File: src/serial_segment_map.vh
`ifndef SERIAL_SEGMENT_MAP_VH
`define SERIAL_SEGMENT_MAP_VH
// ****************************************
// Register indices
// ****************************************
`define REG_RX_BYTE_COUNT    8'h70
`define REG_RECEIVE_SEQ      8'h71
`define REG_TRANSMIT_SEQ_ACK 8'h72
`define REG_LINK_STATUS      8'h73
`define REG_DIAGNOSTIC       8'h74
`define REG_RECEIVE_PAYLOAD  8'h75
`define REG_RECEIVE_RELEASE  8'h76
`define REG_TX_BYTE_COUNT    8'h77
`define REG_TRANSMIT_SEQ     8'h78
`define REG_RECEIVE_SEQ_ACK  8'h79
`define REG_STATUS_CLEAR     8'h7A
`define REG_FLUSH_CONTROL    8'h7B
`define REG_HEADER_FORMAT    8'h80
`define REG_DIAG_BLOCK       8'h87
// ****************************************
// Field positions
// ****************************************
`define FLUSH_TX_BIT         0
`define FLUSH_RX_BIT         1
`define DIAG_PARAM_BIT       3
`define DIAG_HW_BIT          4
`define DIAG_HANDSHAKE_BIT   5
`define DIAG_FRAME_BIT       6
`define DIAG_OVERFLOW_BIT    7
// ****************************************
// Reset values and sizes
// ****************************************
`define SEQ_RESET            2'h0
`define LINK_OK              1'h1
`define BYTES_FULL_HEADER    3'h7
`define BYTES_DIAG_HEADER    3'h6
`define DIAG_RESERVED_MASK   8'hF8
`endif

File: src/segment_sequencer.v
`timescale 1ns/100ps
`default_nettype none
`include "serial_segment_map.vh"
// ****************************************
// Two-bit wrapping sequence counter
// ****************************************
module segment_sequencer (
  // Clock and reset
  input  wire       i_clock,
  input  wire       i_sys_rst,
  // Control
  input  wire       i_step,
  // Value
  output reg  [1:0] o_value
);
  always @(posedge i_clock or posedge i_sys_rst) begin
    if (i_sys_rst) begin
      o_value <= `SEQ_RESET;
    end else if (i_step) begin
      // Two bits wrap from 3 to 0 without a compare
      o_value <= o_value + 2'h1;
    end
  end
endmodule
`default_nettype wire

File: src/sticky_flag.v
`timescale 1ns/100ps
`default_nettype none
`include "serial_segment_map.vh"
// ****************************************
// Sticky flag, set beats clear
// ****************************************
module sticky_flag (
  // Clock and reset
  input  wire i_clock,
  input  wire i_sys_rst,
  // Events
  input  wire i_set,
  input  wire i_clear,
  // Flag
  output reg  o_flag
);
  always @(posedge i_clock or posedge i_sys_rst) begin
    if (i_sys_rst) begin
      o_flag <= 1'h0;
    end else if (i_set) begin
      o_flag <= 1'h1;
    end else if (i_clear) begin
      o_flag <= 1'h0;
    end
  end
endmodule
`default_nettype wire

File: src/serial_segment_handshake.v
`timescale 1ns/100ps
`default_nettype none
`include "serial_segment_map.vh"
module serial_segment_handshake #(
  parameter SEG_BYTES = 8
) (
  // Clock and reset
  input  wire                   i_clock,
  input  wire                   i_sys_rst,
  // Attribute access from the gateway
  input  wire [7:0]             i_reg_addr,
  input  wire                   i_reg_write,
  input  wire                   i_reg_read,
  input  wire [63:0]            i_reg_wdata,
  output reg  [63:0]            o_reg_rdata,
  output wire                   o_reg_ack,
  output wire                   o_reg_error,
  // Receive segment from the serial side
  input  wire                   i_rx_seg_valid,
  input  wire [63:0]            i_rx_seg_data,
  input  wire [2:0]             i_rx_seg_count,
  output wire                   o_rx_seg_ready,
  // Transmit segment to the serial side
  output reg                    o_tx_seg_valid,
  output reg  [63:0]            o_tx_seg_data,
  output reg  [2:0]             o_tx_seg_count,
  input  wire                   i_tx_seg_ready,
  // Buffer flush strobes
  output reg                    o_tx_flush,
  output reg                    o_rx_flush,
  // Error events from the serial side
  input  wire                   i_link_fault,
  input  wire                   i_param_error,
  input  wire                   i_hw_failure,
  input  wire                   i_handshake_error,
  input  wire                   i_frame_error,
  input  wire                   i_rx_overflow,
  // Diagnostic message out
  output wire                   o_diag_message
);
  // ****************************************
  // Decoding
  // ****************************************
  function is_reg;
    input [7:0] addr;
    input [7:0] idx;
    begin
      is_reg = (addr == idx);
    end
  endfunction

  wire wr = i_reg_write;
  wire rd = i_reg_read;
  wire mapped = is_reg(i_reg_addr, `REG_RX_BYTE_COUNT)
              | ((i_reg_addr >= `REG_RECEIVE_SEQ)
                 & (i_reg_addr <= `REG_FLUSH_CONTROL))
              | is_reg(i_reg_addr, `REG_HEADER_FORMAT)
              | is_reg(i_reg_addr, `REG_DIAG_BLOCK);
  assign o_reg_ack   = (wr | rd) & mapped;
  assign o_reg_error = (wr | rd) & ~mapped;

  // ****************************************
  // Gateway side registers
  // ****************************************
  reg        status_clear_request;
  reg [2:0]  transmit_byte_count;
  reg [1:0]  transmit_sequence;
  reg [1:0]  transmit_sequence_ack;
  reg [1:0]  receive_sequence_ack;
  reg [7:0]  buffer_flush_control;
  reg        header_format;
  reg        diag_block;
  reg [63:0] tx_payload;

  wire req_write = wr & is_reg(i_reg_addr, `REG_STATUS_CLEAR);
  wire req_fall  = req_write & status_clear_request & ~i_reg_wdata[0];
  wire req_rise  = req_write & ~status_clear_request & i_reg_wdata[0];
  // Changes only count while the request is held at 1
  wire seg_accept = status_clear_request;
  wire new_tx_seq = wr & is_reg(i_reg_addr, `REG_TRANSMIT_SEQ) & seg_accept
                  & (i_reg_wdata[1:0] != transmit_sequence);
  wire max_bytes_ok = header_format ?
                      (i_reg_wdata[2:0] <= `BYTES_DIAG_HEADER) : 1'h1;

  always @(posedge i_clock or posedge i_sys_rst) begin
    if (i_sys_rst) begin
      status_clear_request  <= 1'h0;
      transmit_byte_count   <= 3'h0;
      transmit_sequence     <= `SEQ_RESET;
      transmit_sequence_ack <= `SEQ_RESET;
      receive_sequence_ack  <= `SEQ_RESET;
      buffer_flush_control  <= 8'h00;
      header_format         <= 1'h0;
      diag_block            <= 1'h0;
      tx_payload            <= 64'h0;
      o_tx_seg_valid        <= 1'h0;
      o_tx_seg_data         <= 64'h0;
      o_tx_seg_count        <= 3'h0;
      o_tx_flush            <= 1'h0;
      o_rx_flush            <= 1'h0;
    end else begin
      o_tx_flush <= 1'h0;
      o_rx_flush <= 1'h0;
      if (o_tx_seg_valid & i_tx_seg_ready) begin
        o_tx_seg_valid <= 1'h0;
      end
      if (req_write) begin
        status_clear_request <= i_reg_wdata[0];
      end
      if (wr & is_reg(i_reg_addr, `REG_HEADER_FORMAT)) begin
        header_format <= i_reg_wdata[0];
      end
      if (wr & is_reg(i_reg_addr, `REG_DIAG_BLOCK)) begin
        diag_block <= i_reg_wdata[0];
      end
      if (wr & is_reg(i_reg_addr, `REG_RECEIVE_PAYLOAD - 8'h01)) begin
        tx_payload <= i_reg_wdata;
      end
      if (wr & is_reg(i_reg_addr, `REG_TX_BYTE_COUNT) & seg_accept
          & max_bytes_ok) begin
        transmit_byte_count <= i_reg_wdata[2:0];
      end
      if (wr & is_reg(i_reg_addr, `REG_RECEIVE_SEQ_ACK) & seg_accept) begin
        receive_sequence_ack <= i_reg_wdata[1:0];
      end
      // New sequence hands the segment over; a write while the link is busy is dropped
      if (new_tx_seq & ~o_tx_seg_valid) begin
        transmit_sequence <= i_reg_wdata[1:0];
        o_tx_seg_valid    <= 1'h1;
        o_tx_seg_data     <= tx_payload;
        o_tx_seg_count    <= transmit_byte_count;
      end
      if (o_tx_seg_valid & i_tx_seg_ready) begin
        transmit_sequence_ack <= transmit_sequence;
      end
      if (wr & is_reg(i_reg_addr, `REG_FLUSH_CONTROL)) begin
        buffer_flush_control <= i_reg_wdata[7:0];
        // Refused while the request is 1 or rising
        if (~status_clear_request & ~req_rise) begin
          o_tx_flush <= i_reg_wdata[`FLUSH_TX_BIT];
          o_rx_flush <= i_reg_wdata[`FLUSH_RX_BIT];
        end
      end
    end
  end

  // ****************************************
  // Receive segment holding
  // ****************************************
  reg        rx_full;
  reg [63:0] rx_data;
  reg [2:0]  rx_count;
  wire       rx_release = rd & is_reg(i_reg_addr, `REG_RECEIVE_RELEASE);
  wire [2:0] rx_limit = header_format ? `BYTES_DIAG_HEADER
                                      : `BYTES_FULL_HEADER;
  // One segment deep: the serial side waits until released or flushed
  assign o_rx_seg_ready = ~rx_full | rx_release;
  wire rx_take = i_rx_seg_valid & o_rx_seg_ready;

  wire [1:0] receive_sequence_w;
  segment_sequencer rx_seq_counter (
    .i_clock   (i_clock),
    .i_sys_rst (i_sys_rst),
    .i_step    (rx_take),
    .o_value   (receive_sequence_w)
  );

  always @(posedge i_clock or posedge i_sys_rst) begin
    if (i_sys_rst) begin
      rx_full  <= 1'h0;
      rx_data  <= 64'h0;
      rx_count <= 3'h0;
    end else begin
      if (rx_take) begin
        rx_full  <= 1'h1;
        rx_data  <= i_rx_seg_data;
        rx_count <= (i_rx_seg_count > rx_limit) ? rx_limit
                                                : i_rx_seg_count;
      end else if (rx_release | o_rx_flush) begin
        rx_full <= 1'h0;
      end
    end
  end

  // ****************************************
  // Link status and diagnostics
  // ****************************************
  wire [7:0] diag_events;
  assign diag_events[2:0] = 3'h0;
  assign diag_events[`DIAG_PARAM_BIT]     = i_param_error;
  assign diag_events[`DIAG_HW_BIT]        = i_hw_failure;
  assign diag_events[`DIAG_HANDSHAKE_BIT] = i_handshake_error;
  assign diag_events[`DIAG_FRAME_BIT]     = i_frame_error;
  assign diag_events[`DIAG_OVERFLOW_BIT]  = i_rx_overflow;

  wire [7:0] diag_flags;
  // Reserved positions never latch, whatever the event inputs do
  localparam [7:0] DIAG_MASK = `DIAG_RESERVED_MASK;
  genvar g;
  generate
    for (g = 0; g < 8; g = g + 1) begin : diag_bits
      sticky_flag flag (
        .i_clock   (i_clock),
        .i_sys_rst (i_sys_rst),
        .i_set     (diag_events[g] & DIAG_MASK[g]),
        .i_clear   (req_fall),
        .o_flag    (diag_flags[g])
      );
    end
  endgenerate

  // Disturbed when any error or fault is seen; cleared on request fall
  wire link_down;
  sticky_flag link_flag (
    .i_clock   (i_clock),
    .i_sys_rst (i_sys_rst),
    .i_set     (i_link_fault | (|diag_events)),
    .i_clear   (req_fall),
    .o_flag    (link_down)
  );
  wire link_status = ~link_down;
  assign o_diag_message = link_down & ~diag_block;

  // ****************************************
  // Read data
  // ****************************************
  wire [7:0] diag_visible = header_format ? diag_flags : 8'h00;

  always @(posedge i_clock or posedge i_sys_rst) begin
    if (i_sys_rst) begin
      o_reg_rdata <= 64'h0;
    end else if (rd) begin
      case (i_reg_addr)
        `REG_RX_BYTE_COUNT:    o_reg_rdata <= {61'h0, rx_count};
        `REG_RECEIVE_SEQ:      o_reg_rdata <= {62'h0, receive_sequence_w};
        `REG_TRANSMIT_SEQ_ACK: o_reg_rdata <= {62'h0, transmit_sequence_ack};
        `REG_LINK_STATUS:      o_reg_rdata <= {63'h0, link_status};
        `REG_DIAGNOSTIC:       o_reg_rdata <= {56'h0, diag_visible};
        `REG_RECEIVE_PAYLOAD:  o_reg_rdata <= rx_data;
        `REG_RECEIVE_RELEASE:  o_reg_rdata <= rx_data;
        `REG_TX_BYTE_COUNT:    o_reg_rdata <= {61'h0, transmit_byte_count};
        `REG_TRANSMIT_SEQ:     o_reg_rdata <= {62'h0, transmit_sequence};
        `REG_RECEIVE_SEQ_ACK:  o_reg_rdata <= {62'h0, receive_sequence_ack};
        `REG_STATUS_CLEAR:     o_reg_rdata <= {63'h0, status_clear_request};
        `REG_FLUSH_CONTROL:    o_reg_rdata <= {56'h0, buffer_flush_control};
        `REG_HEADER_FORMAT:    o_reg_rdata <= {63'h0, header_format};
        `REG_DIAG_BLOCK:       o_reg_rdata <= {63'h0, diag_block};
        default:               o_reg_rdata <= 64'h0;
      endcase
    end
  end
endmodule
`default_nettype wire

File: config.mk
export PLATFORM = sky130hd
export DESIGN_NAME = serial_segment_handshake
export DESIGN_NICKNAME = d
export VERILOG_FILES = /design/src/segment_sequencer.v /design/src/sticky_flag.v /design/src/serial_segment_handshake.v
export VERILOG_INCLUDE_DIRS = /design/src
export SDC_FILE = /design/constraint.sdc
export NUM_CORES = 1
export LEC_CHECK = 0
export ABC_CLOCK_PERIOD_IN_PS = 8000
export BUFFER_PORTS_ARGS = -buffer_cell sky130_fd_sc_hd__buf_2
export CAP_MARGIN = 20
export CELL_PAD_IN_SITES_DETAIL_PLACEMENT = 0
export CELL_PAD_IN_SITES_GLOBAL_PLACEMENT = 1
export CORE_AREA = 2 2 177 179
export CTS_CLUSTER_DIAMETER = 50
export DETAILED_ROUTE_END_ITERATION = 10
export DIE_AREA = 0 0 179 181
export PLACE_DENSITY_LB_ADDON = 0.1
export SLEW_MARGIN = 5
export SYNTH_ARGS = -nofsm -noshare
export SYNTH_HDL_FRONTEND = slang
export SYNTH_SLANG_ARGS = --single-unit
File: constraint.sdc
create_clock -name i_clock -period 8 [get_ports i_clock]
set_input_delay 0 -clock i_clock [delete_from_list [all_inputs] [get_ports i_clock]]
set_output_delay 0 -clock i_clock [all_outputs]
set_load 0.05 [all_outputs]
==> metrics, run 1 <==
DR DRC count 0; CP arrival 3.00 ns; total wire length 28,500 µm; first-pass GRT wire length 44,600 µm; CP startpoint kind input port; pre-CTS WS 5.47 ns; fraction of layout cells with a size suffix above 1 0.486; post-synthesis async set-or-reset flop share 1.00; Syn Std Cell Area 11,700 µm²; routed len/inst 17.9 µm; aggregate global-route resource usage 0.174; cells along the critical path dlygate4sd3_1, buf_2, and4b_1, nand3_4, or4b_4, buf_4, mux2_4; Max IR drop VDD 0.150 mV; TritonCTS buffer count 37; number of synthesized flops with an enable pin 0; Netlist cell types 47; status completed; remaining antenna violation count 0; CP top delay family simple AND/OR/NAND/NOR gates; final hold vios 0; nets@finish 1,323; Die ar. 32,400 µm²; Clock Tree Root clkbuf_16; final worst slack 5.38 ns; total congestion overflow 0; # placed instances 1,383; Seq/Total Area, Yosys 0.630; 1st-iter DRT viols 308; final period utilization 0.328; Placement Rows 64; Synth Area in Simple Gates 0.0319; largest family of logic cells by synthesized area multiplexers; commonest non-fill, non-tap cells in the layout dfrtp_1, buf_2, mux2_2, dlygate4sd3_1, mux2_4; Max stage delay cell, worst path or4b_4; Area Growth Syn to Fin 38.1%; CP endpoint kind register; input/output buffers 288; Clock Path Buffers 3; Post-DP HPWL 18,000 µm; post-synthesis mux area share 0.231; fin area 16,100 µm²; Primary FF master, synth dfrtp_1; CTS clk-pin slew, worst paths 0.06 ns; fin util 0.531; Die H 181 µm; Synth Net Count 890; worst-path fanout max 53; Mapped Avg Cell Area 15.8 µm²; Synth Area in Adders 0.00107; Cell Area, Placed 13,400 µm²; MaxCap Viol Count 0; most common cell after layout, fill and taps aside dfrtp_1; HP Class input port to register; post-synthesis register bit count 294; worst path bufs/invs 3; slew of the pin with the lowest slew margin 1.03 ns; Chip Width 179 µm; GPL Wtd Cong 0.738; post-synthesis compound-gate area fraction 0.0726; setup TNS 0 ns; f_max 381 MHz; Required @ worst endpoint 8.38 ns; max incr delay on CP 0.70 ns; Ys Warns 0; vias 7,699; synthesized instance count 738; power after layout 3.91 mW; Fin Hold WS 0.0303 ns; TritonCTS clock tree done; Starting Density 0.385; Fin Clk Skew 0.0145 ns; XOR/XNOR Fraction of Synth Area 0.00375; core area 30,300 µm²; Power per Cell Area 243 nW/µm²; max_slew headroom 0.316; setup repair after global routing missed its margin no; # H-tree levels 2; post-CTS sizing 0; Worst-Skew Late Latency 0.51 ns; number of I/O pins 289; largest net degree at the start of global routing 159; Layout Cells excl Fill 1,593; Final Critical Period 2.62 ns; Initial DRT Pass Iterations 4; CP Class input port to register; Finish-stage setup viols 0; initial antenna violation count 3; clock sink count 294; vias in the first global route 8,038; LEAKAGE 8.32 nW; Final Max Tran Viols 0; Via density 4.83
-- cell type report --
| cell class | count | area, µm² |
|---|---|---|
| well taps | 396 | 495 |
| diodes | 1 | 2.50 |
| clock buffers | 50 | 1090 |
| fillers | 2629 | 14200 |
| repair buffers | 441 | 2970 |
| clock inverters | 14 | 173 |
| flip-flops and latches | 294 | 7360 |
| multi-input cells | 389 | 4000 |
| inverters | 8 | 33.8 |
-- cell families after synthesis --
logic type,after synthesis
simple gates,60
xor+xnor,5
flops,294
fa+ha+maj,1
buf+inv,55
mux,218
compound gates,105
-- synthesized netlist by cell type (6+ instances only) --
| library cell | instances | share of area |
|---|---|---|
| nor3b_1 | 6 | 0.0039 |
| a2bb2oi_1 | 6 | 0.0045 |
| nor2_1 | 11 | 0.0035 |
| inv_1 | 8 | 0.0026 |
| a22oi_1 | 8 | 0.0051 |
| a21oi_1 | 8 | 0.0034 |
| clkbuf_1 | 20 | 0.0064 |
| mux2_2 | 154 | 0.15 |
| a22o_1 | 57 | 0.043 |
| buf_2 | 19 | 0.0081 |
| dfrtp_1 | 294 | 0.63 |
| nand2_1 | 6 | 0.0019 |
| a21o_1 | 6 | 0.0039 |
| buf_12 | 6 | 0.010 |
| nand3_1 | 8 | 0.0034 |
| mux2_4 | 60 | 0.077 |
-- final timing paths --
check                                    startpoint                        to  slack (ns)  cells past startpoint
max                                   i_reg_addr[4]            tx_payload[20]        5.38                      7
min in group asynchronous                 i_sys_rst         o_tx_seg_data[55]        0.28                      4
min                                   i_reg_addr[1]                seg_accept        0.03                      3
max reg2reg                              seg_accept            o_reg_rdata[0]        5.46                      6
min reg2reg                diag_bits[5].flag.o_flag  diag_bits[5].flag.o_flag        0.47                      1
max in group asynchronous                 i_sys_rst         o_tx_seg_data[29]        6.19                      5
-- sequential cells by signal, indices dropped and copies added, names as in the netlist, 2 cells and up --
signal and cells:
buffer_flush_control 8, diag_bits.flag.o_flag 5, o_reg_rdata 64, o_tx_seg_count 3, o_tx_seg_data 64, receive_sequence_ack 2, rx_count 3, rx_data 64
rx_seq_counter.o_value 2, transmit_byte_count 3, transmit_sequence 2, transmit_sequence_ack 2, tx_payload 64
-- per-layer routing --
layer / part of all wire / GRT usage / vias to the layer above
met5: 0.00046 / 0 / -
met2: 0.46 / 0.270 / 209
met3: 0.061 / 0.0434 / 37
met4: 0.017 / 0.0442 / 2
li1: - / - / 3576
met1: 0.46 / 0.243 / 3875
-- power breakdown --
group	switching [mW]	internal, mW	leakage [nW]
clock network	0.621	1.05	0.616
logic	0.174	0.269	3.81
registers	0.102	1.69	3.90
-- repair_timing --
item	4_1_cts	5_1_grt
hold buffers	145	0
endpoints found under the setup margin	0	0
setup buffers	0	0
hold endpoints to repair	226	0
-- worst register-to-register path, delay by kind of cell (launching register included) --
kind	cells	cell delay (ns)
AOI/OAI and AO/OA	2	0.23
buffers and inverters	2	1.10
DFF	1	0.47
muxes	1	0.50
and+or+nand+nor	1	0.11
No activity file was read; power rests on OpenSTA's default activity.
==> run 2, diff against run 1 <==
--- a/config.mk
+++ b/config.mk
@@ -6,7 +6,7 @@
 export SDC_FILE = /design/constraint.sdc
 export NUM_CORES = 1
 export LEC_CHECK = 0
-export ABC_CLOCK_PERIOD_IN_PS = 8000
+export ABC_CLOCK_PERIOD_IN_PS = 2150
 export BUFFER_PORTS_ARGS = -buffer_cell sky130_fd_sc_hd__buf_2
 export CAP_MARGIN = 20
 export CELL_PAD_IN_SITES_DETAIL_PLACEMENT = 0
==> constraint.sdc (replaced) <==
create_clock -name i_clock -period 2.15 [get_ports i_clock]
set_input_delay 0 -clock i_clock [delete_from_list [all_inputs] [get_ports i_clock]]
set_output_delay 0 -clock i_clock [all_outputs]
set_load 0.05 [all_outputs]
==> run 2 against run 1 <==
  * Setup slack lost 5.3 ns
  * Design area grew 1.5%
  * Sequential power grew to 3.7 times the previous value
  * First-iteration DRC count grew 12%
  * Via count grew 0.44%
  * Critical path depth is the same
  * Clock skew shrank 0.0039 ns
  * Final cell count grew 1.2%
  * Power grew to 3.7 times the previous value
  * Critical path type unchanged
==> metrics, run 2 (synthesized netlist as in run 1, its figures left out) <==
routed len/inst 17.7 µm (-1.1%); HP Class input port to register; Die ar. 32,400 µm² (unchanged); initial antenna violation count 3 (unchanged); vias in the first global route 7,997 (-0.51%); GPL Wtd Cong 0.745 (+0.89%); most common cell after layout, fill and taps aside dfrtp_1; multi-input logic area 4000 µm² (unchanged); final period utilization 0.946; CTS clk-pin slew, worst paths 0.06 ns (about the same); worst-path fanout max 64 (+21%); clock sink count 294 (unchanged); status completed; Area Growth Syn to Fin 40.1%; post-CTS sizing 0 (unchanged); input/output buffers 288 (unchanged); Final Critical Period 2.03 ns; setup TNS 0 ns (unchanged); Clock Tree Root clkbuf_16; # fillers 2,608 (-0.80%); worst hold path depth 4 (+1); Die H 181 µm (unchanged); # H-tree levels 2 (unchanged); number of I/O pins 289 (unchanged); reg2reg setup slack 0.34 ns (-5.12 ns); hold path start i_reg_addr[5]; Chip Width 179 µm (unchanged); Fin Hold WS 0.0263 ns (-0.00400 ns); TritonCTS clock tree done; max_slew headroom 0.516 (+0.200); Finish-stage setup viols 0 (unchanged); Setup Buffers After CTS 0 (unchanged); Max IR drop VDD 0.763 mV (+410%); highest metal used met5; LEAKAGE 8.46 nW (+1.6%); CP endpoint kind register; 1st-iter DRT viols 344 (+12%); Clock Path Buffers 3 (unchanged); met3 routed WL 1810 µm (+4.1%); FF-to-FF path depth 4 (-2); total wire length 28,500 µm (+0.11%); CP startpoint kind input port; CP Class input port to register; f_max 492 MHz; fraction of layout cells with a size suffix above 1 0.494 (+0.00804); TritonCTS buffer count 37 (unchanged); Power per Cell Area 886 nW/µm² (+270%); Fin Clk Skew 0.0106 ns (-0.00387 ns); hold_buf cts 143 (-1.4%); Post-DP HPWL 19,000 µm (+5.7%); remaining antenna violation count 0 (unchanged); worst r2r src o_tx_seg_valid; Hold Crit Endpoint o_reg_rdata[0]; final hold vios 0 (unchanged); setup repair after global routing missed its margin no; Starting Density 0.385 (unchanged); commonest non-fill, non-tap cells in the layout dfrtp_1, buf_2, mux2_2, dlygate4sd3_1, mux2_4; core area 30,300 µm² (unchanged); aggregate global-route resource usage 0.177 (+0.00356); MaxCap Viol Count 0 (unchanged); Worst-Skew Late Latency 0.50 ns (about the same); reg2reg end o_tx_seg_data[18]; area occupied by registers 7360 µm² (unchanged); metal2 WL 13,100 µm (-1.0%); CP arrival 2.41 ns (-0.59 ns); nets@finish 1,342 (+1.4%); WL met1 13,000 µm (-0.21%); Final Max Tran Viols 0 (unchanged); largest net degree at the start of global routing 72 (-55%); Placement Rows 64 (unchanged); slew of the pin with the lowest slew margin 0.725 ns (-0.302 ns); Via density 4.80 (-0.74%); Required @ worst endpoint 2.53 ns (-5.85 ns); vias 7,733 (+0.44%); DR DRC count 0 (unchanged); Initial DRT Pass Iterations 4 (unchanged); first-pass GRT wire length 45,200 µm (+1.3%); total congestion overflow 0 (unchanged)
## run 2: worst max path at each step
stage          slack [ns]  depth (start not counted)                 endpoint           from
6_report             0.12                          7            tx_payload[4]  i_reg_addr[4]
5_1_grt               0.1                          7            tx_payload[4]  i_reg_addr[4]
4_1_cts              0.19                          7            tx_payload[4]  i_reg_addr[4]
3_5_place_dp         0.28                          6            tx_payload[8]  i_reg_addr[7]
3_3_place_gp         0.30                          6        o_tx_seg_data[45]  i_reg_addr[2]
2_1_floorplan       -1.75                          1  buffer_flush_control[0]      i_sys_rst
## run 2: per-layer routing
metal	track usage	vias up
li1	-	3607
met1	0.252	3867
met2	0.270	209
met3	0.0431	48
met4	0.0485	2
met5	0	-
## run 2: per-stage QoR
| stage | setup WS, ns | total power [mW] | cells | instance area [µm²] | util |
|---|---|---|---|---|---|
| floorplan | -1.75 | 7.76 | 738 | 11700 | - |
| global placement | 0.300 | 8.21 | 1404 | 13700 | 0.451 |
| detailed placement | 0.284 | 8.28 | 1404 | 13700 | 0.451 |
| CTS | 0.190 | 14.7 | 1611 | 16400 | 0.539 |
| global route | 0.0965 | 15.2 | 1612 | 16400 | 0.539 |
| finish | 0.116 | 14.5 | 1612 | 16400 | 0.539 |
## run 2: area by class of cell
type | count | area share
Antenna cell | 1 | 0.000153
Clock buffer | 56 | 0.0689
Clock inverter | 8 | 0.00643
Inverter | 8 | 0.00207
Multi-Input combinational cell | 389 | 0.245
Sequential cell | 294 | 0.450
Tap cell | 396 | 0.0303
Timing Repair Buffer | 460 | 0.197
## run 2: critical path, cell delays in order
cell and delay (ns):
dlygate4sd3_1 0.57, buf_2 0.17, and4b_1 0.33, nand3_4 0.09
or4b_4 0.54, buf_12 0.24, mux2_4 0.37
## run 2: power breakdown
part           total [mW]  switching, mW  internal, mW
combinational        1.70          0.662          1.03
sequential           6.67          0.382          6.29
clock                6.12           2.27          3.86
total                14.5           3.31          11.2
==> run 3, diff against run 2 <==
--- a/config.mk
+++ b/config.mk
@@ -6,17 +6,18 @@
 export SDC_FILE = /design/constraint.sdc
 export NUM_CORES = 1
 export LEC_CHECK = 0
-export ABC_CLOCK_PERIOD_IN_PS = 2150
+export ABC_CLOCK_PERIOD_IN_PS = 2000
 export BUFFER_PORTS_ARGS = -buffer_cell sky130_fd_sc_hd__buf_2
 export CAP_MARGIN = 20
 export CELL_PAD_IN_SITES_DETAIL_PLACEMENT = 0
 export CELL_PAD_IN_SITES_GLOBAL_PLACEMENT = 1
-export CORE_AREA = 2 2 177 179
+export CORE_AREA = 2 2 171 173
 export CTS_CLUSTER_DIAMETER = 50
 export DETAILED_ROUTE_END_ITERATION = 10
-export DIE_AREA = 0 0 179 181
-export PLACE_DENSITY_LB_ADDON = 0.1
+export DIE_AREA = 0 0 173 175
+export PLACE_DENSITY = 0.82
 export SLEW_MARGIN = 5
 export SYNTH_ARGS = -nofsm -noshare
 export SYNTH_HDL_FRONTEND = slang
+export SYNTH_HIERARCHICAL = 1
 export SYNTH_SLANG_ARGS = --single-unit
==> constraint.sdc (replaced) <==
create_clock -name i_clock -period 2 [get_ports i_clock]
set_input_delay 0 -clock i_clock [delete_from_list [all_inputs] [get_ports i_clock]]
set_output_delay 0 -clock i_clock [all_outputs]
set_load 0.05 [all_outputs]
==> run 3 against run 2 <==
  * Power rose by 15%
  * First-iteration DRC count rose by 69%
  * Utilization grew 5.2 points
  * Design area rose by 2.5%
  * Final cell count increased by 4.5%
  * Sequential cell count up 3
  * Area after synthesis rose by 2.9%
  * Largest power group unchanged
  * Clock power increased by 15%
  * Routed wire length grew 6.5%
  * Global-route usage is 2.4 points higher
==> metrics, run 3 <==
status completed; Max IR drop VDD 0.593 mV (-22%); TritonCTS clock tree done; core area 28,400 µm² (-6.4%); XOR/XNOR Fraction of Synth Area 0.00365 (-0.000106); Seq/Total Area, Yosys 0.619 (-0.0115); Cell Area, Placed 14,000 µm² (+2.2%); Required @ worst endpoint 2.38 ns (-0.15 ns); Seq pwr share 0.440 (-0.020); Area Growth Syn to Fin 39.6%; remaining antenna violation count 0 (unchanged); # H-tree levels 2 (unchanged); MaxCap Viol Count 0 (unchanged); commonest non-fill, non-tap cells in the layout dfrtp_1, buf_2, mux2_2, dlygate4sd3_1; initial antenna violation count 1 (-2); Ys Warns 6 (+6); Initial DRT Pass Iterations 5 (+1); multi-input logic area 4240 µm² (+5.9%); # fillers 2,236 (-14%); # placed instances 1,471 (+4.8%); f_max 539 MHz; Placement Rows 62 (-3.1%); setup repair after global routing missed its margin no; Chip Width 173 µm (-3.4%); hold path start i_rx_seg_valid; worst-path fanout max 51 (-20%); Setup Buffers After CTS 0 (unchanged); share of the synthesized area in the top cell type 0.619 (-0.0115); Synth Area in Simple Gates 0.0446 (+0.0126); CP arrival 2.24 ns (-0.17 ns); pre-CTS WS 0.0603 ns (-0.223 ns); grt met3 use 0.0357 (-0.00746); Die ar. 30,300 µm² (-6.6%); worst r2r src transmit_sequence[0]; number of I/O pins 289 (unchanged); routed len/inst 18.1 µm (+1.9%); Die H 175 µm (-3.3%); Final Critical Period 1.86 ns; final worst slack 0.145 ns (+0.0283 ns); first-pass GRT wire length 49,100 µm (+8.6%); global routing usage on met1 0.267 (+0.0147); HP Class input port to register; fraction of layout cells with a size suffix above 1 0.463 (-0.0304); fin area 16,800 µm² (+2.5%); Via density 5.04 (+5.0%); largest net degree at the start of global routing 122 (+69%); GPL Wtd Cong 0.838 (+13%); Layout Cells excl Fill 1,684 (+4.5%); sw frac 0.234 (+0.00582); Psw 3.91 mW (+18%); Power per Cell Area 995 nW/µm² (+12%); largest family of logic cells by synthesized area multiplexers; slew of the pin with the lowest slew margin 0.847 ns (+0.122 ns); aggregate global-route resource usage 0.201 (+0.0239); Primary FF master, synth dfrtp_1; vias in the first global route 8,901 (+11%); most common cell after layout, fill and taps aside dfrtp_1; top cells by count, synth dfrtp_1, mux2_2, mux2_4, nand2_1, o2bb2ai_1; Fin Clk Skew 0.0150 ns (+0.00435 ns); DR DRC count 0 (unchanged); post-synthesis compound-gate area fraction 0.0710 (-0.00153); input/output buffers 288 (unchanged); Netlist cell types 53 (+13%); CP startpoint kind register; Worst Setup SP transmit_sequence[0]; post-synthesis register bit count 297 (+1.0%); Finish-stage setup viols 0 (unchanged); vias 8,481 (+9.7%); power after layout 16.7 mW (+15%); Clock Tree Root clkbuf_16; number of synthesized flops with an enable pin 0 (unchanged); 1st-iter DRT viols 581 (+69%); clock share of power 0.421 (-0.002); clock sink count 297 (+1.0%); Clock Path Buffers 3 (unchanged); Combinational Power Share 0.140 (+0.023); synthesized instance count 817 (+11%); area occupied by registers 7430 µm² (+1.0%); CP Class register to register; Mapped Avg Cell Area 14.7 µm² (-7.0%); met2 usage 0.330 (+0.0600); Synth Area in Adders 0.00104 (-0.0000303); LEAKAGE 8.71 nW (+3.0%); nets@finish 1,424 (+6.1%); Int Power 12.8 mW (+14%); most common cell in the netlist dfrtp_1; max_slew headroom 0.436 (-0.0802); TritonCTS buffer count 38 (+2.7%); setup TNS 0 ns (unchanged); Synth area leaders dfrtp_1, mux2_2, mux2_4; post-synthesis mux area share 0.230 (-0.00111); Starting Density 0.423 (+0.0385); total wire length 30,400 µm (+6.5%); Most Crowded Layer GR met2; Worst-Skew Late Latency 0.51 ns (about the same); Post-DP HPWL 19,000 µm (about the same); post-CTS sizing 0 (unchanged); CTS clk-pin slew, worst paths 0.05 ns (about the same); Syn Std Cell Area 12,000 µm² (+2.9%); final period utilization 0.928; total congestion overflow 0 (unchanged); final hold vios 0 (unchanged); CP endpoint kind register; Synth area leader dfrtp_1; post-synthesis async set-or-reset flop share 1.00 (unchanged); Final Max Tran Viols 0 (unchanged)
## run 3: cell count changes in the layout (fill, tap and decap cells not counted), moves of 7 or more
cell	change
a222oi_1	+7
a22o_1	-55
clkbuf_8	-8
inv_1	+18
mux2_2	-7
nand2_1	+60
o2bb2ai_1	+56
## run 3: power by group through the flow
stage	clock, mW	combinational, mW	sequential [mW]
global route	7.48	2.52	7.43
floorplan	0	1.65	7.30
CTS	7.19	2.34	7.31
finish	7.02	2.33	7.33
global placement	0	2.03	7.38
detailed placement	0	2.12	7.39
## run 3: per-layer routing
metal / wire (µm) / part of all wire
met2: 14800 / 0.49
met1: 13100 / 0.43
met4: 982 / 0.032
met5: 0 / 0
met3: 1460 / 0.048
## run 3: stage by stage
| step | util | hold slack (ns) |
|---|---|---|
| floorplan | - | -0.271 |
| global route | 0.591 | 0.0384 |
| finish | 0.591 | 0.0252 |
| CTS | 0.591 | 0.00951 |
| detailed placement | 0.493 | -0.0260 |
| global placement | 0.493 | -0.0237 |
## run 3: worst paths after layout
check,endpoint,slack [ns],cells after the start
setup / recovery,o_tx_seg_data[46],0.14,5
hold / removal,rx_full,0.03,4
setup reg to reg,o_tx_seg_data[46],0.14,5
hold reg to reg,rx_full,0.48,1
max in group asynchronous,link_flag/o_flag,0.61,5
min in group asynchronous,rx_seq_counter/o_value[1],0.52,4
## run 3: logic make-up (layout without fill, tap and decap cells)
group,count (synthesis),after routing
DFF,297,297
AOI/OAI and AO/OA,102,102
other,1,4
and+or+nand+nor,113,113
xor gates and xnor gates,5,5
muxes,223,223
buffers and inverters,75,555
adders and majority gates,1,1
## run 3: layout make-up
class,count,share of cell area
multi-input cells,447,0.253
diodes,1,0.000149
clock inverters,16,0.0127
repair buffers,462,0.190
flip-flops and latches,297,0.443
clock buffers,51,0.0664
well taps,384,0.0287
inverters,26,0.00604
## run 3: what timing repair did
action | CTS | global route
hold endpoints to repair | 380 | 0
hold buffers | 145 | 0
setup endpoints to repair | 0 | 0
## run 3: worst max-delay path, stage by stage, from the launching register on
cell and delay [ns]:
dfrtp_1 0.44, xor2_1 0.19, o211ai_1 0.18, nor2_4 0.20, buf_12 0.29, mux2_2 0.39
